$ cat config.mk
export PLATFORM = sky130hd
export DESIGN_NAME = uaf_receiver
export DESIGN_NICKNAME = d
export VERILOG_FILES = /design/src/logic/uaf_pkg.sv /design/src/logic/uaf_baud_tick.sv /design/src/logic/uaf_apb_regs.sv /design/src/logic/uaf_receiver.sv
export SDC_FILE = /design/constraint.sdc
export NUM_CORES = 1
export LEC_CHECK = 0
export ABC_CLOCK_PERIOD_IN_PS = 2100
export BUFFER_PORTS_ARGS = -buffer_cell sky130_fd_sc_hd__buf_2
export CORE_ASPECT_RATIO = 0.7
export CORE_MARGIN = 3
export CORE_UTILIZATION = 49
export CTS_CLUSTER_SIZE = 14
export DETAILED_ROUTE_END_ITERATION = 16
export HOLD_SLACK_MARGIN = 0.12
export PLACE_DENSITY = 0.73
export SKIP_CTS_REPAIR_TIMING = 1
export SYNTH_ARGS = -nofsm -noshare
export SYNTH_HDL_FRONTEND = slang
export SYNTH_SLANG_ARGS = --single-unit
$ cat constraint.sdc
create_clock -name clk_sys -period 2.1 [get_ports clk_sys]
set_input_delay 0.315 -clock clk_sys [delete_from_list [all_inputs] [get_ports clk_sys]]
set_output_delay 0.315 -clock clk_sys [all_outputs]
set_load 0.03 [all_outputs]
$ cat src/logic/uaf_pkg.sv
// Purpose: Shared constants for the serial receiver address filter
// Assumes: APB byte addresses are four times the printed register index
// Notes: Offsets, fields, timing counts and the address, mask and control resets live here
// Function
// - Stop check only in async modes, when enabled
// - Invalid stop bit sets framing error flag
// - Framing error sticky until software or reset
// - With check enabled, receive flag at stop
// - Address filter active when multiproc set, async modes only
// - Filtered address frame flags only on match
// - 8-bit mode: stop is ninth bit, valid
// - Shift-register mode ignores multiproc enable
// - Accept given or broadcast address match
// - Mask zero bits are don't-care for given
// - All-ones mask gives exact unique address
// - Broadcast is address OR mask, zeros ignored
// - Reset clears address and mask to zero
// - Async modes full duplex, independent baud
// - Control bit 7 is error or mode bit
// - 8-bit mode, no multiproc: store stop bit
package uaf_pkg;
  // Register indices as printed; byte address is four times these
  localparam logic [7:0] IDX_SLAVE_ADDRESS = 8'ha9;
  localparam logic [7:0] IDX_SLAVE_ADDRESS_MASK = 8'hb9;
  localparam logic [7:0] IDX_SERIAL_CONTROL = 8'h98;
  localparam logic [7:0] IDX_POWER_CONTROL = 8'h87;
  localparam logic [7:0] IDX_IRQ_STATUS = 8'hc0;
  localparam logic [7:0] IDX_IRQ_MASK = 8'hc1;
  // Serial control fields
  localparam int SC_BIT7 = 7;
  localparam int SC_MODE1 = 6;
  localparam int SC_MULTIPROC = 5;
  localparam int SC_RX_ENABLE = 4;
  localparam int SC_TX_NINTH = 3;
  localparam int SC_RX_NINTH = 2;
  localparam int SC_TX_DONE = 1;
  localparam int SC_RX_DONE = 0;
  // Power control field
  localparam int PC_FRAMING_CHECK = 6;
  // Interrupt status fields
  localparam int IRQ_RX_DONE = 0;
  localparam int IRQ_FRAMING = 1;
  localparam int IRQ_TX_DONE = 2;
  // Reset values
  localparam logic [7:0] RST_ADDRESS = 8'h00;
  localparam logic [7:0] RST_MASK = 8'h00;
  localparam logic [7:0] RST_CONTROL = 8'h00;
  // Timing: default bit time and derived cycle count
  localparam int CLK_PERIOD_NS = 4;
  localparam int BIT_TIME_NS = 8680;
  localparam int BIT_CYCLES = BIT_TIME_NS / CLK_PERIOD_NS;
  // Serial modes
  typedef enum logic [1:0] {
    MODE_SHIFT = 2'h0,
    MODE_ASYNC8 = 2'h1,
    MODE_ASYNC9F = 2'h2,
    MODE_ASYNC9 = 2'h3
  } uaf_mode_type;
  // Receiver states, Gray along start, data, ninth, stop
  typedef enum logic [2:0] {
    RX_IDLE = 3'h0,
    RX_START = 3'h1,
    RX_DATA = 3'h3,
    RX_NINTH = 3'h2,
    RX_STOP = 3'h6
  } uaf_rx_state_type;
  // Address match against given and broadcast addresses
  function automatic logic addr_match(input logic [7:0] rx, input logic [7:0] adr,
                                      input logic [7:0] msk);
    logic given;
    logic bcast;
    given = (((rx ^ adr) & msk) == 8'h00);
    bcast = (((rx ^ (adr | msk)) & (adr | msk)) == 8'h00);
    addr_match = given | bcast;
  endfunction
endpackage

$ cat src/logic/uaf_baud_tick.sv
// Purpose: Divider producing one-cycle bit and half-bit enables
// Assumes: Restart realigns phase to a frame start edge
// Notes: Count width follows the divide parameter
`timescale 1ns/1ns
module uaf_baud_tick #(
  parameter int DIVIDE = uaf_pkg::BIT_CYCLES
) (
  input wire logic clk_sys,
  input wire logic rst,
  input wire logic restart,
  output logic halfTick,
  output logic bitTick
);
  import uaf_pkg::*;
  localparam int CW = $clog2(DIVIDE + 1);
  localparam logic [CW-1:0] LAST = CW'(DIVIDE - 1);
  localparam logic [CW-1:0] HALF = CW'(DIVIDE / 2);
  logic [CW-1:0] count_ff; // Cycle counter within a bit
  // Count and wrap, realign on restart
  always_ff @(posedge clk_sys) begin
    if (rst || restart || count_ff == LAST) begin
      count_ff <= '0;
    end else begin
      count_ff <= count_ff + CW'(1);
    end
  end
  assign halfTick = (count_ff == HALF) && !restart;
  assign bitTick = (count_ff == LAST) && !restart;
endmodule

$ cat src/logic/uaf_apb_regs.sv
// Purpose: APB slave holding address, mask, irq mask registers
// Assumes: Zero wait states; unmapped reads return zero with pslverr
// Notes: Control and status registers live in the top
`timescale 1ns/1ns
module uaf_apb_regs (
  input wire logic clk_sys,
  input wire logic rst,
  input wire logic psel,
  input wire logic penable,
  input wire logic pwrite,
  input wire logic [11:0] paddr,
  input wire logic [31:0] pwdata,
  input wire logic [7:0] extRdata,
  input wire logic extHit,
  output logic [31:0] prdata,
  output logic pready,
  output logic pslverr,
  output logic wrStrobe,
  output logic [7:0] slaveAddress,
  output logic [7:0] slaveAddressMask,
  output logic [2:0] irqMask
);
  import uaf_pkg::*;
  logic [7:0] idx; // Register index from byte address
  logic hit; // Local or external register selected
  logic access; // Access phase
  assign idx = paddr[9:2];
  assign access = psel && penable;
  assign wrStrobe = access && pwrite;
  assign pready = 1'b1;
  assign hit = extHit || idx == IDX_SLAVE_ADDRESS || idx == IDX_SLAVE_ADDRESS_MASK
               || idx == IDX_IRQ_MASK;
  assign pslverr = access && !hit;
  // Writable filter and mask registers
  always_ff @(posedge clk_sys) begin
    if (rst) begin
      slaveAddress <= RST_ADDRESS;
      slaveAddressMask <= RST_MASK;
      irqMask <= 3'h0;
    end else if (wrStrobe) begin
      if (idx == IDX_SLAVE_ADDRESS) slaveAddress <= pwdata[7:0];
      if (idx == IDX_SLAVE_ADDRESS_MASK) slaveAddressMask <= pwdata[7:0];
      if (idx == IDX_IRQ_MASK) irqMask <= pwdata[2:0];
    end
  end
  // Read mux, combinational during access phase
  always_comb begin
    prdata = 32'h0;
    if (idx == IDX_SLAVE_ADDRESS) prdata = {24'h0, slaveAddress};
    else if (idx == IDX_SLAVE_ADDRESS_MASK) prdata = {24'h0, slaveAddressMask};
    else if (idx == IDX_IRQ_MASK) prdata = {29'h0, irqMask};
    else if (extHit) prdata = {24'h0, extRdata};
  end
endmodule

$ cat src/logic/uaf_receiver.sv
// Purpose: Serial receiver with framing check and address filtering
// Assumes: Line input is synchronous to clk_sys; baud fixed by parameter
// Notes: Transmit path only reflects its flags; mode 0 receive not modelled
//
// Added by the designer: the APB register port.
`timescale 1ns/1ns
module uaf_receiver #(
  parameter int BIT_DIVIDE = uaf_pkg::BIT_CYCLES
) (
  input wire logic clk_sys,
  input wire logic rst,
  input wire logic psel,
  input wire logic penable,
  input wire logic pwrite,
  input wire logic [11:0] paddr,
  input wire logic [31:0] pwdata,
  output logic [31:0] prdata,
  output logic pready,
  output logic pslverr,
  input wire logic rxLine,
  input wire logic txDoneEvent,
  output logic [7:0] rxData,
  output logic irq
);
  import uaf_pkg::*;

  // Register file outputs and bus decode
  logic wrStrobe; // APB write in access phase
  logic [7:0] slaveAddress; // Address register
  logic [7:0] slaveAddressMask; // Mask register
  logic [2:0] irqMask; // Interrupt mask
  logic [7:0] extRdata; // Read data of top registers
  logic extHit; // Top register selected
  logic [7:0] idx; // Register index

  // Control, power and interrupt state
  logic [7:0] serialControl_ff; // Bits other than bit 7
  logic modeBit0_ff; // Mode select bit zero
  logic framingErrorFlag_ff; // Sticky framing error
  logic [7:0] powerControl_ff; // Power control register
  logic [2:0] irqStatus_ff; // Sticky interrupt causes
  logic framingCheckEnable; // Framing check enable

  // Receiver sequencing and datapath
  uaf_mode_type mode; // Current serial mode
  uaf_rx_state_type state_ff; // Receiver state
  uaf_rx_state_type nxt_state;
  logic [3:0] bitCount_ff; // Data bits received
  logic [7:0] shift_ff; // Data shift register
  logic ninth_ff; // Ninth bit sampled
  logic restart; // Realign divider
  logic halfTick; // Mid-bit sample enable

  // Frame level events and decisions
  logic frameDone; // Stop bit sampled
  logic stopValid; // Stop bit high
  logic filterOn; // Address filter active
  logic ninthBit; // Effective ninth bit
  logic accept; // Frame raises receive flag
  logic errSet; // Framing error event
  logic rxDoneSet; // Receive complete event
  logic lineFall; // Start edge detect
  logic linePrev_ff; // Previous line level
  logic ctrlWrite; // Write to serial control
  logic statWrite; // Write to irq status

  // Bus slave with filter address, mask and irq mask
  uaf_apb_regs u_regs (
    .clk_sys(clk_sys),
    .rst(rst),
    .psel(psel),
    .penable(penable),
    .pwrite(pwrite),
    .paddr(paddr),
    .pwdata(pwdata),
    .extRdata(extRdata),
    .extHit(extHit),
    .prdata(prdata),
    .pready(pready),
    .pslverr(pslverr),
    .wrStrobe(wrStrobe),
    .slaveAddress(slaveAddress),
    .slaveAddressMask(slaveAddressMask),
    .irqMask(irqMask)
  );

  // Mid-bit enables; the end-of-bit pulse is not needed here
  uaf_baud_tick #(.DIVIDE(BIT_DIVIDE)) u_tick (
    .clk_sys(clk_sys),
    .rst(rst),
    .restart(restart),
    .halfTick(halfTick),
    .bitTick()
  );

  // Decode of registers held here
  assign idx = paddr[9:2];
  assign extHit = idx == IDX_SERIAL_CONTROL || idx == IDX_POWER_CONTROL
                  || idx == IDX_IRQ_STATUS;
  assign ctrlWrite = wrStrobe && idx == IDX_SERIAL_CONTROL;
  assign statWrite = wrStrobe && idx == IDX_IRQ_STATUS;
  assign framingCheckEnable = powerControl_ff[PC_FRAMING_CHECK];
  assign mode = uaf_mode_type'({modeBit0_ff, serialControl_ff[SC_MODE1]});

  // Read mux for control, power and status
  // Bit 7 shows the error flag or the mode bit, by check enable
  always_comb begin
    extRdata = 8'h00;
    if (idx == IDX_SERIAL_CONTROL) begin
      extRdata = serialControl_ff;
      extRdata[SC_BIT7] = framingCheckEnable ? framingErrorFlag_ff : modeBit0_ff;
    end else if (idx == IDX_POWER_CONTROL) begin
      extRdata = powerControl_ff;
    end else if (idx == IDX_IRQ_STATUS) begin
      extRdata = {5'h0, irqStatus_ff};
    end
  end

  // Filter only in async modes with multiproc set
  // Shift-register mode forces the filter off whatever multiproc says
  assign filterOn = serialControl_ff[SC_MULTIPROC] && mode != MODE_SHIFT;
  // Async 8-bit mode uses the stop bit as ninth bit
  // A bad stop in 8-bit mode therefore also fails the address test
  assign ninthBit = (mode == MODE_ASYNC8) ? rxLine : ninth_ff;
  assign stopValid = rxLine;
  assign frameDone = state_ff == RX_STOP && halfTick;
  // Frame acceptance under filtering
  // Unfiltered frames are always taken; the address test uses the byte
  always_comb begin
    accept = 1'b1;
    if (filterOn) begin
      accept = ninthBit && addr_match(shift_ff, slaveAddress, slaveAddressMask);
      if (mode == MODE_ASYNC8) accept = accept && stopValid;
    end
  end
  // Events: check enabled in async modes only
  // Error and acceptance are independent; a rejected frame can still err
  assign errSet = frameDone && !stopValid && framingCheckEnable && mode != MODE_SHIFT;
  assign rxDoneSet = frameDone && accept && !serialControl_ff[SC_RX_DONE];
  assign lineFall = linePrev_ff && !rxLine;
  assign restart = state_ff == RX_IDLE && lineFall;

  // Receiver sequencing; async modes only, concurrent with transmit
  // A start bit that is high again at mid-bit is a glitch: back to idle
  always_comb begin
    nxt_state = state_ff;
    case (state_ff)
      RX_IDLE: begin
        if (lineFall && serialControl_ff[SC_RX_ENABLE] && mode != MODE_SHIFT) begin
          nxt_state = RX_START;
        end
      end
      // Confirm the start bit at its middle
      RX_START: begin
        if (halfTick) nxt_state = rxLine ? RX_IDLE : RX_DATA;
      end
      // Eight data samples, one per bit
      RX_DATA: begin
        if (halfTick && bitCount_ff == 4'h7) begin
          nxt_state = (mode == MODE_ASYNC8) ? RX_STOP : RX_NINTH;
        end
      end
      // Ninth bit only in the 9-bit modes
      RX_NINTH: begin
        if (halfTick) nxt_state = RX_STOP;
      end
      // Stop sample ends the frame
      RX_STOP: begin
        if (halfTick) nxt_state = RX_IDLE;
      end
      default: nxt_state = RX_IDLE;
    endcase
  end

  // State and line history
  // Line history resets to the idle level so reset makes no false start
  always_ff @(posedge clk_sys) begin
    if (rst) begin
      state_ff <= RX_IDLE;
      linePrev_ff <= 1'b1;
    end else begin
      state_ff <= nxt_state;
      linePrev_ff <= rxLine;
    end
  end

  // Data capture, LSB first
  // The ninth bit keeps its old value in 8-bit mode, where it is unused
  always_ff @(posedge clk_sys) begin
    if (rst) begin
      bitCount_ff <= 4'h0;
      shift_ff <= 8'h00;
      ninth_ff <= 1'b0;
    end else if (state_ff == RX_START) begin
      bitCount_ff <= 4'h0;
    end else if (state_ff == RX_DATA && halfTick) begin
      shift_ff <= {rxLine, shift_ff[7:1]};
      bitCount_ff <= bitCount_ff + 4'h1;
    end else if (state_ff == RX_NINTH && halfTick) begin
      ninth_ff <= rxLine;
    end
  end

  // Received data buffer loads on accepted frame
  // A frame dropped while the flag is up leaves the old byte in place
  always_ff @(posedge clk_sys) begin
    if (rst) begin
      rxData <= 8'h00;
    end else if (rxDoneSet) begin
      rxData <= shift_ff;
    end
  end

  // Serial control: software writes, hardware sets flags
  // The flag set is written last so it wins over a clearing write
  always_ff @(posedge clk_sys) begin
    if (rst) begin
      serialControl_ff <= RST_CONTROL;
      modeBit0_ff <= 1'b0;
    end else begin
      if (ctrlWrite) begin
        serialControl_ff <= {1'b0, pwdata[6:0]};
        if (!framingCheckEnable) modeBit0_ff <= pwdata[SC_BIT7];
      end
      if (rxDoneSet) begin
        serialControl_ff[SC_RX_DONE] <= 1'b1;
        if (mode == MODE_ASYNC8) begin
          if (!serialControl_ff[SC_MULTIPROC]) begin
            serialControl_ff[SC_RX_NINTH] <= rxLine;
          end
        end else begin
          serialControl_ff[SC_RX_NINTH] <= ninth_ff;
        end
      end
      if (txDoneEvent) serialControl_ff[SC_TX_DONE] <= 1'b1;
    end
  end

  // Sticky framing error, only software write or reset clears
  // Set wins over a clearing write in the same cycle
  always_ff @(posedge clk_sys) begin
    if (rst) begin
      framingErrorFlag_ff <= 1'b0;
    end else if (errSet) begin
      framingErrorFlag_ff <= 1'b1;
    end else if (ctrlWrite && framingCheckEnable) begin
      framingErrorFlag_ff <= pwdata[SC_BIT7];
    end
  end

  // Power control register
  // Only the framing check enable bit is used by this block
  always_ff @(posedge clk_sys) begin
    if (rst) begin
      powerControl_ff <= 8'h00;
    end else if (wrStrobe && idx == IDX_POWER_CONTROL) begin
      powerControl_ff <= pwdata[7:0];
    end
  end

  // Interrupt status, write one to clear, set wins
  // A cleared cause drops the level output on the next cycle
  always_ff @(posedge clk_sys) begin
    if (rst) begin
      irqStatus_ff <= 3'h0;
    end else begin
      irqStatus_ff <= (irqStatus_ff & ~(statWrite ? pwdata[2:0] : 3'h0))
                      | {txDoneEvent, errSet, rxDoneSet};
    end
  end
  assign irq = |(irqStatus_ff & irqMask);

  // Error flag never drops without a write or reset
  chk_error_sticky: assert property (@(posedge clk_sys) disable iff (rst)
    $fell(framingErrorFlag_ff) |-> $past(ctrlWrite)) else $error("framing flag lost");
  chk_error_set: assert property (@(posedge clk_sys) disable iff (rst)
    errSet |=> framingErrorFlag_ff) else $error("framing error not set");
  chk_no_check_off: assert property (@(posedge clk_sys) disable iff (rst)
    !framingCheckEnable |-> !errSet) else $error("check while disabled");
  chk_rx_at_stop: assert property (@(posedge clk_sys) disable iff (rst)
    rxDoneSet |-> state_ff == RX_STOP) else $error("receive flag off stop");
  chk_filter_miss: assert property (@(posedge clk_sys) disable iff (rst)
    (frameDone && filterOn && !addr_match(shift_ff, slaveAddress, slaveAddressMask))
    |=> !$rose(serialControl_ff[SC_RX_DONE])) else $error("unmatched address flagged");
  chk_data_frame: assert property (@(posedge clk_sys) disable iff (rst)
    (frameDone && filterOn && mode != MODE_ASYNC8 && !ninth_ff) |-> !rxDoneSet)
    else $error("data frame flagged");
  chk_mode8_stop: assert property (@(posedge clk_sys) disable iff (rst)
    (frameDone && filterOn && mode == MODE_ASYNC8 && !rxLine) |-> !rxDoneSet)
    else $error("bad stop accepted");
  chk_shift_nofilter: assert property (@(posedge clk_sys) disable iff (rst)
    mode == MODE_SHIFT |-> !filterOn) else $error("filter in shift mode");
  chk_bit7_view: assert property (@(posedge clk_sys) disable iff (rst)
    (psel && idx == IDX_SERIAL_CONTROL && framingCheckEnable)
    |-> prdata[SC_BIT7] == framingErrorFlag_ff) else $error("bit 7 view wrong");
  chk_reset_addr: assert property (@(posedge clk_sys)
    rst |=> slaveAddress == RST_ADDRESS && slaveAddressMask == RST_MASK)
    else $error("address reset wrong");
  chk_irq_level: assert property (@(posedge clk_sys) disable iff (rst)
    $rose(irqStatus_ff[IRQ_RX_DONE]) && irqMask[IRQ_RX_DONE] |-> irq)
    else $error("irq not raised");

  // Receive flag and buffer follow accepted frames only
  chk_flag_on_accept: assert property (@(posedge clk_sys) disable iff (rst)
    rxDoneSet |=> serialControl_ff[SC_RX_DONE]) else $error("receive flag not set");
  chk_data_loaded: assert property (@(posedge clk_sys) disable iff (rst)
    rxDoneSet |=> rxData == $past(shift_ff)) else $error("receive data not loaded");
  chk_filter_off: assert property (@(posedge clk_sys) disable iff (rst)
    (frameDone && !filterOn && !serialControl_ff[SC_RX_DONE]) |-> rxDoneSet)
    else $error("unfiltered frame dropped");
  chk_stop_stored: assert property (@(posedge clk_sys) disable iff (rst)
    (rxDoneSet && mode == MODE_ASYNC8 && !serialControl_ff[SC_MULTIPROC])
    |=> serialControl_ff[SC_RX_NINTH] == $past(rxLine)) else $error("stop bit not stored");

  // Address recognition against the register contents
  chk_broadcast_hit: assert property (@(posedge clk_sys) disable iff (rst)
    (frameDone && filterOn && ninthBit && stopValid && !serialControl_ff[SC_RX_DONE]
    && shift_ff == (slaveAddress | slaveAddressMask)) |-> rxDoneSet)
    else $error("broadcast address missed");
  chk_given_hit: assert property (@(posedge clk_sys) disable iff (rst)
    (frameDone && filterOn && ninthBit && stopValid && !serialControl_ff[SC_RX_DONE]
    && ((shift_ff & slaveAddressMask) == (slaveAddress & slaveAddressMask))) |-> rxDoneSet)
    else $error("given address missed");
  chk_exact_only: assert property (@(posedge clk_sys) disable iff (rst)
    (frameDone && filterOn && slaveAddressMask == 8'hff && shift_ff != slaveAddress
    && shift_ff != 8'hff) |-> !rxDoneSet) else $error("inexact address taken");

  // Framing flag, control view and mode limits
  chk_error_hold: assert property (@(posedge clk_sys) disable iff (rst)
    (framingErrorFlag_ff && !ctrlWrite) |=> framingErrorFlag_ff)
    else $error("framing flag dropped");
  chk_error_async: assert property (@(posedge clk_sys) disable iff (rst)
    errSet |-> frameDone && mode != MODE_SHIFT) else $error("framing check outside frame");
  chk_status_err: assert property (@(posedge clk_sys) disable iff (rst)
    errSet |=> irqStatus_ff[IRQ_FRAMING]) else $error("framing cause not set");
  chk_mode_view: assert property (@(posedge clk_sys) disable iff (rst)
    (psel && idx == IDX_SERIAL_CONTROL && !framingCheckEnable)
    |-> prdata[SC_BIT7] == modeBit0_ff) else $error("bit 7 mode view wrong");
  chk_shift_no_rx: assert property (@(posedge clk_sys) disable iff (rst)
    (mode == MODE_SHIFT && state_ff == RX_IDLE) |=> state_ff == RX_IDLE)
    else $error("receive started in shift mode");
  chk_tx_flag: assert property (@(posedge clk_sys) disable iff (rst)
    txDoneEvent |=> serialControl_ff[SC_TX_DONE]) else $error("transmit flag not set");
  chk_irq_quiet: assert property (@(posedge clk_sys) disable iff (rst)
    irqStatus_ff == 3'h0 |-> !irq) else $error("irq without cause");
endmodule

==> impl_summary.md <==
Run status
The run finished, with violations left. The final reports fail on setup timing.

Finish
After routing the design area is 0.00496 mm2. Of the cells placed in the final design, the portion with a size suffix greater than 1 is 0.240. The area overhead of the layout relative to synthesis is 23.3%. The repair_antennas step left the layout with diodes totalling 0. The post-route non-filler standard cell count is 653. The net count reported at finish is 604. For this run, the share of the core covered by cells in the final layout is 0.649. The filler cell count is 631.

Placed design
The placed instances occupy a cell area of 0.00449 mm2. Counting tap cells, the placed design contains a total of 632 instances. The weighted congestion reported at the end of routability-driven placement is 0.958. Port buffering added 40 buffers. The estimated wirelength of the detail-placed design is 7.33 mm.

Timing
The highest attainable clock frequency is 438 MHz. The number of endpoints with negative hold slack in the final report is 0. The final number of max-transition violations is 0. The minimum period implied by the final worst setup slack is 2.28 ns. Setup violations remaining at the end of the flow were counted as 14.

In the finished design, the share of the clock period the worst path needs comes to 1.09. Between clock sinks in the finished design, the worst skew comes to 0.00461 ns. Setup repair after global routing could not meet its margin everywhere. In the post-route analysis, the smallest setup slack over all paths is -0.183 ns.

Synthesis
In this run the cell area of the synthesized design comes to 0.00403 mm2. The prevailing post-synth register cell is sky130_fd_sc_hd__dfxtp_1. Synthesis handed over a netlist of 484 instances. After synthesis, the cell types taking the most area are sky130_fd_sc_hd__dfxtp_1 38%, sky130_fd_sc_hd__mux2i_1 11%, sky130_fd_sc_hd__nor2_1 7.1%.

Of all flip-flops after synthesis, the portion carrying an async set or reset was 0. The count of cell types in the netlist is 59. The share of synthesized area in the top cell type comes to 0.378. After synthesis the netlist holds a flip-flop and latch count of 76. The number of flops mapped to enable cells by yosys is 0.

The share of synthesized area occupied by flip-flops and latches is 0.378. During synthesis, Yosys emitted a total of 0 warnings. The per-instance average area after synthesis is 8.32 um2. The biggest area contributor in the post-synthesis netlist is sky130_fd_sc_hd__dfxtp_1.

Critical path
STA classifies the critical path endpoint as a flop. Of all nets on the critical path, the largest fanout is 8. STA classifies the critical path startpoint as a flop. The required time of the worst setup path is 2.36 ns. The number of buffers and inverters on the critical path is 2.

The slowest stage of the critical path belongs to the cell sky130_fd_sc_hd__or4b_4. The worst setup path is of the reg2reg kind. Broken down by cell family, the worst path's largest delay share belongs to simple AND/OR/NAND/NOR gates. The peak per-stage delay on the critical path is 0.47 ns. The critical path goes through inv_2 > ha_4 > or4b_4 > or3_4 > nor4_4 > a21boi_4 > buf_12 > mux2i_1. Data arrives at the worst endpoint at 2.54 ns.

Pwr
The part of the total power dissipated in sequential elements is 0.473. Of the total power, combinational logic draws 0.074. The reported net switching power is 0.000725 W. Cell internal power was estimated by the tool at 0.00235 W. The power per standard cell area is 619 mW/mm2.

The switching fraction of total power is 0.236. The fraction of power consumed by the clock network is 0.453. The completed layout was analyzed and its total power is 0.00307 W.

The leakage component of the power is 1.96 nW. The maximum VDD drop is 0.606 mV.

Floorplan
In this run the standard cell core region covers 0.00764 mm2. The width of the die is 114 um. The initial utilization of the core area, before any placement, comes to 0.527. After floorplanning, the core was divided into 26 placement rows. The die covers 0.00936 mm2. The die height is 81.8 um.

94 I/O pins were placed.

Global routing
The first-pass GRT wire length is 16.6 mm. The initial antenna violation count is 0. The overall global routing resource usage is 0.223. After global routing the overflow that remains totals 0.

Entering global routing, the biggest net connects 48 pins. The via count of the first global-routing pass came to 3451.

Route
After detailed routing, the number of vias per cell comes to 5.46. Before antenna repair, the detailed router went through 5 iterations. In this run the top signal layer used is met4. Wire segments on met3 add up to 617 um in the final route. After detailed routing, the average wire length per cell comes to 15.6 um.

The final route contains 3564 vias. In this run the remaining antenna-violating nets after routing total 0. The wire length reported by the detailed router is 10.2 mm. The routed metal-1 wire length is 4.73 mm.

The met2 wire length is 4.73 mm. For this block, the initial DRC count from the detailed router was 415. For this run, design rule violations remaining after detail routing come to 0.

Clock network
The clock tree from TritonCTS is done. The number of sinks handled by clock tree synthesis is 76. The root buffer cell chosen for the clock tree is sky130_fd_sc_hd__clkbuf_16. In this run, CTS created clock tree buffers numbering 9. The maximum root-to-sink buffer count is 2. At the later pin of the worst-skew pair, clock insertion delay measures 0.34 ns. CTS built an H-tree with a depth of 3. The clock-pin slew reported for the worst setup and hold paths after clock tree synthesis is 0.05 ns.

Worst hold path
The type of the tightest min-delay check is in2reg.

Job
The total of max-cap violations is 0.
==> layout make-up <==
cell class                 instances  area [um2]  share of cell area
multi-input combinational        370        2390               0.481
sequential                        76        1520               0.307
timing repair buffer              81         621               0.125
clock buffer                      14         254              0.0512
tap                               98         123              0.0247
inverter                          12        45.0             0.00907
clock inverter                     2        10.0             0.00202
==> power by group through the flow <==
stage | Sequential [W] | Combinational (W) | Clock, W
after floorplan | 0.00148 | 0.000171 | 0
after global placement | 0.00148 | 0.000204 | 0
after detailed placement | 0.00148 | 0.000209 | 0
after CTS | 0.00145 | 0.000210 | 0.00141
after global routing | 0.00145 | 0.000242 | 0.00149
final | 0.00145 | 0.000226 | 0.00139
==> through the flow <==
stage | TNS (ns) | setup WS [ns] | hold WS [ns]
after floorplan | 0 | 0.00359 | 0.411
after global placement | -2.19 | -0.150 | 0.456
after detailed placement | -3.07 | -0.168 | 0.467
after CTS | -2.50 | -0.204 | 0.210
after global routing | -3.01 | -0.297 | 0.240
final | -1.73 | -0.183 | 0.207
==> flip-flops by register name, summed over array words and instances (netlist names), 3 cells and up <==
register / cells
u_tick.count_ff: 12
powerControl_ff: 8
rxData: 8
shift_ff: 8
u_regs.slaveAddressMask: 8
u_regs.slaveAddress: 8
serialControl_ff: 7
bitCount_ff: 4
irqStatus_ff: 3
state_ff: 3
u_regs.irqMask: 3
==> synthesized netlist by cell type, types with 6 or more instances <==
| library cell | number |
|---|---|
| sky130_fd_sc_hd__xor2_1 | 16 |
| sky130_fd_sc_hd__nor2_1 | 76 |
| sky130_fd_sc_hd__a21oi_1 | 36 |
| sky130_fd_sc_hd__nand2b_1 | 20 |
| sky130_fd_sc_hd__nand3_1 | 12 |
| sky130_fd_sc_hd__mux2i_1 | 45 |
| sky130_fd_sc_hd__nor3_1 | 6 |
| sky130_fd_sc_hd__clkbuf_1 | 19 |
| sky130_fd_sc_hd__inv_1 | 12 |
| sky130_fd_sc_hd__o21ai_0 | 6 |
| sky130_fd_sc_hd__buf_4 | 25 |
| sky130_fd_sc_hd__dfxtp_1 | 76 |
| sky130_fd_sc_hd__nand2_1 | 44 |
| sky130_fd_sc_hd__nand4_1 | 6 |
==> cell families after synthesis <==
kind of cell / share of synthesized area
adders and majority gates: 0.00932
other: 0.00187
and+or+nand+nor: 0.241
AOI/OAI and AO/OA: 0.126
xor gates and xnor gates: 0.0457
DFF: 0.378
buffers and inverters: 0.0830
muxes: 0.115
==> cell usage in the layout (no fill, tap or decap), drive strengths merged, types with 3 or more instances in the layout <==
cell type and n:
o21a 4, o21bai 3, nand2b 20, buf 81, xor2 16, nand4 6
nand2 44, nor3 7, a22oi 4, nand3b 3, ha 3, or3 3
or4b 3, nor2 77, or2 4, nor3b 3, nor4 4, inv 12
o22ai 5, a21o 3, dfxtp 76, nand3 12, conb 25, clkbuf 14
o21ai 6, a21oi 36, and3 3, xnor2 5, mux2i 45
==> final timing paths <==
check,startpoint,to,slack (ns),cells after the start
worst min register to register,rxData[3]$_SDFFE_PP0P_,rxData[3]$_SDFFE_PP0P_,0.47,2
worst max-delay path,u_tick.count_ff[1]$_SDFF_PP0_,rxData[7]$_SDFFE_PP0P_,-0.18,8
worst min-delay path,txDoneEvent,irqStatus_ff[2]$_SDFF_PP0_,0.21,3
worst max register to register,u_tick.count_ff[1]$_SDFF_PP0_,rxData[7]$_SDFFE_PP0P_,-0.18,8
==> per-layer routing <==
| layer | vias to the layer above | track usage |
|---|---|---|
| li1 | 1747 | - |
| met1 | 1692 | 0.294 |
| met2 | 110 | 0.360 |
| met3 | 15 | 0.0604 |
| met4 | 0 | 0.0652 |
| met5 | - | 0 |
==> worst register-to-register path: cells and delay by family (launching register included) <==
kind                       cells  cell delay (ns)
adders and majority gates      1             0.11
DFF                            1             0.32
AOI/OAI and AO/OA              1             0.26
and+or+nand+nor                3             1.13
buffers and inverters          2             0.20
muxes                          1             0.19
Note: power is estimated with default switching activity, not from simulation.
